**config.mk**
```make
export PLATFORM = sky130hd
export DESIGN_NAME = crs_reset_seq
export DESIGN_NICKNAME = d
export VERILOG_FILES = /design/src/inc/crs_pkg.sv /design/src/crs_reset_seq.sv /design/src/crs_sync.sv
export SDC_FILE = /design/constraint.sdc
export NUM_CORES = 1
export LEC_CHECK = 0
export ABC_AREA = 1
export ABC_CLOCK_PERIOD_IN_PS = 1550
export BUFFER_PORTS_ARGS = -buffer_cell sky130_fd_sc_hd__buf_2
export CAP_MARGIN = 5
export CORE_MARGIN = 4
export CORE_UTILIZATION = 49
export CTS_BUF_LIST = sky130_fd_sc_hd__clkbuf_8
export CTS_CLUSTER_SIZE = 30
export DETAILED_ROUTE_END_ITERATION = 10
export PLACE_DENSITY_LB_ADDON = 0.2
export SYNTH_ARGS = -nofsm -noshare
export SYNTH_HDL_FRONTEND = slang
export SYNTH_HIERARCHICAL = 1
export SYNTH_SLANG_ARGS = --single-unit
```
**constraint.sdc**
```tcl
create_clock -name i_core_clk -period 1.55 [get_ports i_core_clk]
set_input_delay 0 -clock i_core_clk [delete_from_list [all_inputs] [get_ports i_core_clk]]
set_output_delay 0 -clock i_core_clk [all_outputs]
set_load 0.01 [all_outputs]
```
**src/inc/crs_pkg.sv**
```systemverilog
// Constants and types of the reset sequencer and static clock tracker
// Operation
// - Reset forces selects low, data floats; grant follows request
// - Grant low in reset only without request
// - About 50 system clocks before first fetch
// - Synchronous reset ends cycle at second fall
// - Async assertion leaves next phase undefined; the code realigns phase to CRS_PHASE_RST when the cycle ends
// - State is static, any clock down to DC
// - Clock may stop in either phase
// - Single step by supplied clock edges only
package crs_pkg;
  localparam int CRS_DATA_W = 16;
  localparam int CRS_CNT_W = 8;
  localparam int CRS_INIT_CYCLES = 50;
  localparam int CRS_TERM_FALLS = 2;
  localparam int CRS_RESET_MIN_CYCLES = 16;
  localparam logic CRS_SYNC_RST_VAL = 1'b1;
  localparam logic CRS_PHASE_RST = 1'b0;
  localparam logic [CRS_DATA_W-1:0] CRS_DATA_RST = 16'h0000;

  typedef enum logic [2:0] {
    ST_RUN   = 3'b000,
    ST_TERM  = 3'b001,
    ST_HELD  = 3'b010,
    ST_INIT  = 3'b011,
    ST_FETCH = 3'b100
  } crs_state_e;
endpackage

```
**src/crs_reset_seq.sv**
```systemverilog
// Reset sequencer with static, stoppable processor clock tracking
`timescale 1ns/1ps
module crs_reset_seq #(
  parameter int INIT_CYCLES = crs_pkg::CRS_INIT_CYCLES,
  parameter int TERM_FALLS = crs_pkg::CRS_TERM_FALLS
) (
  input wire logic i_core_clk,
  input wire logic i_rst,
  input wire logic i_cpu_reset,
  input wire logic i_sys_clk,
  input wire logic i_bus_req,
  input wire logic i_wr_en,
  input wire logic [crs_pkg::CRS_DATA_W-1:0] i_wr_data,
  output logic o_mem_io_sel,
  output logic o_code_or_irq_ack_select,
  output logic o_bus_grant_ack,
  output logic [crs_pkg::CRS_DATA_W-1:0] o_data_bus_lines_out,
  output logic o_data_bus_lines_oe,
  output logic o_proc_phase,
  output logic o_cycle_active,
  output logic o_init_busy,
  output logic o_fetch_start
);
  import crs_pkg::*;

  // Counts must fit the counter and leave room for the compare
  if (INIT_CYCLES < 2 || INIT_CYCLES > 255) begin : g_bad_init
    $error("INIT_CYCLES out of range");
  end
  if (TERM_FALLS < 1 || TERM_FALLS > 255) begin : g_bad_term
    $error("TERM_FALLS out of range");
  end

  localparam logic [CRS_CNT_W-1:0] INIT_LAST = CRS_CNT_W'(INIT_CYCLES - 1);
  localparam logic [CRS_CNT_W-1:0] TERM_LAST = CRS_CNT_W'(TERM_FALLS - 1);

  crs_state_e state_q, state_d;
  logic rst_s;
  logic sclk_q;
  logic [CRS_CNT_W-1:0] cnt_q, cnt_d;
  logic phase_d, active_d, mem_io_d, code_d, grant_d, oe_d, busy_d, fetch_d;
  logic [CRS_DATA_W-1:0] dout_d;

  crs_sync #(
    .RESET_VAL(CRS_SYNC_RST_VAL)
  ) crs_sync_inst (
    .i_core_clk(i_core_clk),
    .i_rst(i_rst),
    .i_d(i_cpu_reset),
    .o_q(rst_s)
  );

  // counts advance only on system clock falls
  wire sys_fall = sclk_q & ~i_sys_clk;
  wire cnt_init_done = sys_fall && (cnt_q == INIT_LAST);
  wire cnt_term_done = sys_fall && (cnt_q == TERM_LAST);
  wire in_reset_d = (state_d == ST_HELD);

  always_comb begin
    state_d = state_q;
    cnt_d = cnt_q;
    unique case (state_q)
      ST_RUN: begin
        if (rst_s) begin
          state_d = ST_TERM;
          cnt_d = '0;
        end
      end
      // count falls until the current cycle ends
      ST_TERM: begin
        if (cnt_term_done) begin
          state_d = ST_HELD;
          cnt_d = '0;
        end else if (sys_fall) begin
          cnt_d = cnt_q + 1'b1;
        end
      end
      // release taken as synchronous to the system clock
      ST_HELD: begin
        if (!rst_s) begin
          state_d = ST_INIT;
          cnt_d = '0;
        end
      end
      ST_INIT: begin
        if (rst_s) begin
          state_d = ST_HELD;
          cnt_d = '0;
        end else if (cnt_init_done) begin
          state_d = ST_FETCH;
          cnt_d = '0;
        end else if (sys_fall) begin
          cnt_d = cnt_q + 1'b1;
        end
      end
      ST_FETCH: begin
        state_d = rst_s ? ST_TERM : ST_RUN;
      end
      default: begin
        state_d = ST_HELD;
        cnt_d = '0;
      end
    endcase
  end

  // phase toggles on falls and holds while the clock stops
  // phase realigned to a known value when the cycle ends
  assign phase_d = (state_q == ST_TERM && cnt_term_done) ? CRS_PHASE_RST :
                   (sys_fall ? ~o_proc_phase : o_proc_phase);
  assign active_d = (state_d == ST_FETCH) ? 1'b1 :
                    ((state_d == ST_HELD || state_d == ST_INIT) ? 1'b0 : o_cycle_active);
  assign mem_io_d = in_reset_d ? 1'b0 : (o_mem_io_sel | (state_d == ST_FETCH));
  assign code_d = in_reset_d ? 1'b0 : (o_code_or_irq_ack_select | (state_d == ST_FETCH));
  // grant follows request, low in reset without one
  assign grant_d = i_bus_req;
  assign oe_d = in_reset_d ? 1'b0 : i_wr_en;
  assign dout_d = in_reset_d ? CRS_DATA_RST : i_wr_data;
  assign busy_d = (state_d == ST_INIT);
  assign fetch_d = (state_d == ST_FETCH);

  always_ff @(posedge i_core_clk or posedge i_rst) begin
    if (i_rst) begin
      state_q <= ST_HELD;
      cnt_q <= '0;
      sclk_q <= 1'b0;
      o_proc_phase <= CRS_PHASE_RST;
      o_cycle_active <= 1'b0;
      o_mem_io_sel <= 1'b0;
      o_code_or_irq_ack_select <= 1'b0;
      o_bus_grant_ack <= 1'b0;
      o_data_bus_lines_oe <= 1'b0;
      o_data_bus_lines_out <= CRS_DATA_RST;
      o_init_busy <= 1'b0;
      o_fetch_start <= 1'b0;
    end else begin
      state_q <= state_d;
      cnt_q <= cnt_d;
      sclk_q <= i_sys_clk;
      o_proc_phase <= phase_d;
      o_cycle_active <= active_d;
      o_mem_io_sel <= mem_io_d;
      o_code_or_irq_ack_select <= code_d;
      o_bus_grant_ack <= grant_d;
      o_data_bus_lines_oe <= oe_d;
      o_data_bus_lines_out <= dout_d;
      o_init_busy <= busy_d;
      o_fetch_start <= fetch_d;
    end
  end
endmodule

```
**src/crs_sync.sv**
```systemverilog
// Two-flop level synchroniser
`timescale 1ns/1ps
module crs_sync #(
  parameter logic RESET_VAL = 1'b1
) (
  input wire logic i_core_clk,
  input wire logic i_rst,
  input wire logic i_d,
  output logic o_q
);
  logic meta_q;

  always_ff @(posedge i_core_clk or posedge i_rst) begin
    if (i_rst) begin
      meta_q <= RESET_VAL;
      o_q <= RESET_VAL;
    end else begin
      meta_q <= i_d;
      o_q <= meta_q;
    end
  end
endmodule

```
### Yosys cells after proc, flatten, opt, wreduce, memory -nomap -nowiden

Cells that the tools add are included.
Widths: inputs -> output; s select.

* input bits: 22
* RAM bits: 0
* register bits: 38
* ROM bits: 0
* latch bits: 0
* output and inout port bits: 24
* memories kept: 0

* multiplexer cells: 22
* $mul: 0
* div/mod/pow operators: 0
* reduce and logical (&&, ||, !) cells: 8
* bitwise operators: 6
* equal/unequal tests: 11
* magnitude comparators: 0
* $add $sub $neg: 1
* shifts and indexed selects: 0

Operators by type and width (count)
* $mux 8: 6
* $pmux 8 s5: 1
* $mux 16: 1
* $mux 3: 5
* $pmux 3 s5: 1
* $eq 3x2->1 const B: 4
* $add 8x1->8 const B: 1
* $eq 8x1->1 const B: 1
* $eq 8x6->1 const B: 1
* $mux 1: 8
* $eq 3x3->1 const B: 2
* $reduce_bool 2->1: 2
* $eq 3x1->1 const B: 1
* $logic_and 1x1->1: 3
* $logic_not 3->1: 1
* $not 1->1: 3
* $reduce_and 3->1: 1
* $ne 2x1->1 const B: 1
* $ne 2x2->1 const B: 1
* $or 1x1->1: 2
* $and 1x1->1: 1
* $logic_or 1x1->1: 1

### Depth between registers and ports, before layout

* depth after elaboration: 10
* depth in mapped cells: 10
* mapped depth without buffers: 9

### Hierarchy

Netlist, hierarchy kept.

By module, submodules not included
* crs_reset_seq: instances 1, cells an instance 175, area an instance 1677.9 sq um
* crs_sync: instances 1, cells an instance 3, area an instance 56.3 sq um

### Least setup slack after synthesis

OpenSTA, ideal clock, no wires.

* kind: flip-flop to flip-flop
* from: reg cnt_q[1]
* to: reg o_data_bus_lines_out[10] (netlist name)
* setup slack: 0.110 ns
* cell stages (with the launch flop): 11
* arrival: 1.319 ns
* clock period less this slack: 1.440 ns
* path buffers: 1
* library setup time: 0.120 ns
* cell sequence: dfrtp_1 -> inv_1 -> ha_1 -> nand2_2 -> nor2_4 -> nand3_1 -> nand2_1 -> nand2_1 -> nor2_4 -> buf_6 -> a21oi_2

* cells in the longest elaborated chain, start to end: 7

RTL lines
* start: declaration: line crs_reset_seq.sv:40 `logic [CRS_CNT_W-1:0] cnt_q, cnt_d;`
* start signal: assignment: line crs_reset_seq.sv:137 `cnt_q <= cnt_d;`
* $eq 8x6->1: line crs_reset_seq.sv:55 `wire cnt_init_done = sys_fall && (cnt_q == INIT_LAST);`
* $logic_and 1x1->1: line crs_reset_seq.sv:55
* $mux 3: line crs_reset_seq.sv:89 `end else if (cnt_init_done) begin`
* $mux 3: line crs_reset_seq.sv:86 `if (rst_s) begin`
* $pmux 3 s5 (*): line crs_reset_seq.sv:62 `unique case (state_q)`
* $eq 3x2->1 (*): line crs_reset_seq.sv:57 `wire in_reset_d = (state_d == ST_HELD);`
* $mux 16 (*): line crs_reset_seq.sv:117 `assign dout_d = in_reset_d ? CRS_DATA_RST : i_wr_data;`
* net dout_d[10]: line crs_reset_seq.sv:42 `logic [CRS_DATA_W-1:0] dout_d;`
* end signal: assignment: line crs_reset_seq.sv:145 `o_data_bus_lines_out <= dout_d;`
* end: declaration: line crs_reset_seq.sv:17 `output logic [crs_pkg::CRS_DATA_W-1:0] o_data_bus_lines_out,`

Mark *: on every way through the listed nets, which the timed path passes. The rest lies on a longest branch.
A chain may end at the register's enable or synchronous reset.

### Worst setup path after layout

* from: reg cnt_q[1]
* to: reg o_data_bus_lines_out[4] (netlist name)

Same word-level chain as after synthesis.

==> run summary <==
status = complete, no violations
IO Count = 46
post-detailed-route wirelength per cell = 12.09 microns
crit-path cells = inv_1 > ha_1 > nand2_2 > nor2_4 > nand3_2 > nor2_2 > nor2_1 > nand2_2 > buf_12 > a21oi_2
max_cap viols = 0
initial antenna violation count = 0
syn_area_per_cell = 9.742 sq um
Pre-antenna DRT Iters = 4
Setup Skew = 0.004799 ns
Crit path top cell by count = nand2_2
vias = 1342
GR Layer Usage met1 = 0.1894
HPWL Detailed = 2345 microns
CORE AREA = 3390 sq um
cts bufs inserted = 5
Mapped Cells = 178
number of synthesized register bits = 38
Syn-to-layout area delta = 40.19%
Final setup viols = 0
Setup Fix Bufs, Post-CTS = 0
CP bufs+invs = 2
Leak = 0.001258 uW
Die H = 67.49 microns
largest fanout on the critical path = 11
CTS sink cnt = 38
WS Path Type = flip-flop to flip-flop
Worst-Margin Slew = 0.4474 ns
Worst EP required = 1.72 ns
DRT Wirelength = 3688 microns
post-layout util = 0.7172
global-route wire length before repair = 5802 microns
worst-case clock buffer depth = 2
pwr dens = 1599 nW/um^2
GR peak layer = met2
final cell count without fillers = 305
clk slew on worst S/H paths = 0.07 ns
Achievable Freq = 659.2 MHz
fin crit share = 0.9787
pin count of the biggest net entering global routing = 37
Yosys Warn Count = 6
Synthesized Nets = 202
crit start category = flip-flop
crit path capture type = flip-flop
CTS root buffer = clkbuf_8
Mapped Area = 1734 sq um
GRT Total Usage = 0.1758
Die Area = 4555 sq um
crit path DAT = 1.69 ns
Slowest Stage Delay on Critical Path = 0.38 ns
n_diodes = 0
Slew Viols, Final = 0
Avg Vias per Cell = 4.400
met3 Use GR = 0.07321
layout cell share with drive strength beyond 1 = 0.4247
most common cell after layout, fill and taps aside = buf_2
Post-DRT Antenna Nets = 0
Port Buf Inserts = 45
proportion of synthesized chip area in sequential cells = 0.5505
Rows = 21
vias in the first global route = 1332
commonest non-fill, non-tap cells in the layout = buf_2 (45), dfrtp_1 (35), inv_1 (33)
max reg flops = 16
Die X = 67.49 microns
GR Util met2 = 0.3074
CTS tree = yes
DR DRC count = 0
GPL Wtd Cong = 0.8605
maximum VDD drop = 1.099 mV
total count of hold-check failures in the final report = 0
slowest CP cell = dfrtp_1
Hold Crit Class = input port to async pin
grt ovf = 0
Synth cell types = 25
Rel. slew slack = 0.7017
register with the most flip-flops = o_data_bus_lines_out
min cycle time layout = 1.517 ns
Layout Nets = 282
Placed Cells = 274
H-tree Lvls = 2
initial core utilization = 0.5116
starting DRC count in detailed routing = 64
CP top delay family = simple AND/OR/NAND/NOR gates
RSZ-0062 raised after global routing = yes
clk_lat worst skew = 0.29 ns
Regs by FF count = o_data_bus_lines_out (16), cnt_q (8), state_q (3)
## report_power, final
group	internal (uW)	switching, uW	leakage [uW]
Sequential	1260	92.2	0.000483
Combinational	813	1040	0.000723
Clock	352	334	0.0000524
Total	2420	1470	0.00126
## path summary, 6_finish.rpt
check,slack [ns],endpoint,startpoint,cells after the start
max in group asynchronous,0.85,state_q[1],i_rst,4
min in group i_core_clk,0.35,crs_sync_inst/meta_q,i_cpu_reset,2
worst max register to register,0.03,o_data_bus_lines_out[4],cnt_q[1],10
worst min-delay path,0.28,crs_sync_inst/o_q,i_rst,3
worst min register to register,0.36,crs_sync_inst/o_q,crs_sync_inst/meta_q,0
worst max-delay path,0.03,o_data_bus_lines_out[4],cnt_q[1],10
## worst reg2reg max path, cell delays in order (launching register included)
cell     delay, ns
dfrtp_1       0.38
inv_1         0.06
ha_1          0.14
nand2_2       0.07
nor2_4        0.10
nand3_2       0.10
nor2_2        0.14
nor2_1        0.06
nand2_2       0.13
buf_12        0.17
a21oi_2       0.06
## metal layers
metal / share of wire / vias up
met5: 0 / -
met2: 0.54 / 28
li1: - / 699
met1: 0.40 / 610
met3: 0.058 / 5
met4: 0.0095 / 0
## kinds of logic after synthesis
kind of cell | count (synthesis) | share of synthesized area
AO/OA/AOI/OAI | 29 | 0.1313
XOR/XNOR | 3 | 0.01515
adder cells (fa/ha/maj) | 2 | 0.01443
buffers and inverters | 41 | 0.1061
flip-flops | 38 | 0.5505
AND/OR/NAND/NOR | 65 | 0.1825
## synthesized netlist by cell type (all sizes together)
cell type / number / area [sq um]
a21boi: 2 / 15.02
buf: 4 / 45.04
dfrtp: 35 / 875.8
nor4: 1 / 6.260
dfstp: 3 / 78.83
o21ai: 6 / 30.02
o21bai: 1 / 11.26
nor3: 1 / 5.000
xor2: 3 / 26.28
nor2: 25 / 131.4
nand2: 25 / 101.4
a21oi: 20 / 171.4
or2: 1 / 6.260
ha: 2 / 25.02
nand3: 11 / 60.06
nand4: 1 / 6.260
inv: 37 / 138.9
## timing repair
item | 4_1_cts | 5_1_grt
resized for setup | 0 | 9
endpoints found under the hold margin | 57 | 0
setup endpoints to repair | 0 | 28
hold buffers | 21 | 0
## area by class of cell
cell class / count / area (sq um)
clock buffer: 6 / 82.58
clock inverter: 2 / 8.758
fill: 255 / 958.4
inverter: 37 / 138.9
multi-input combinational: 99 / 624.3
sequential: 38 / 954.7
tap: 46 / 57.56
timing repair buffer: 77 / 564.3
## through the flow
| step | hold WS, ns | total power [uW] | worst slack [ns] | TNS [ns] | instance area (sq um) |
|---|---|---|---|---|---|
| after detailed placement | 0.04521 | 2972 | 0.02087 | 0 | 2064 |
| final | 0.2807 | 3886 | 0.03299 | 0 | 2431 |
| after floorplan | -0.08850 | 2503 | 0.1103 | 0 | 1734 |
| after CTS | 0.2772 | 3707 | 0.01153 | 0 | 2366 |
| after global routing | 0.2993 | 4146 | -0.1010 | -1.909 | 2431 |
| after global placement | 0.03227 | 2950 | 0.04950 | 0 | 2064 |
No activity file was read; power rests on OpenSTA's default activity.
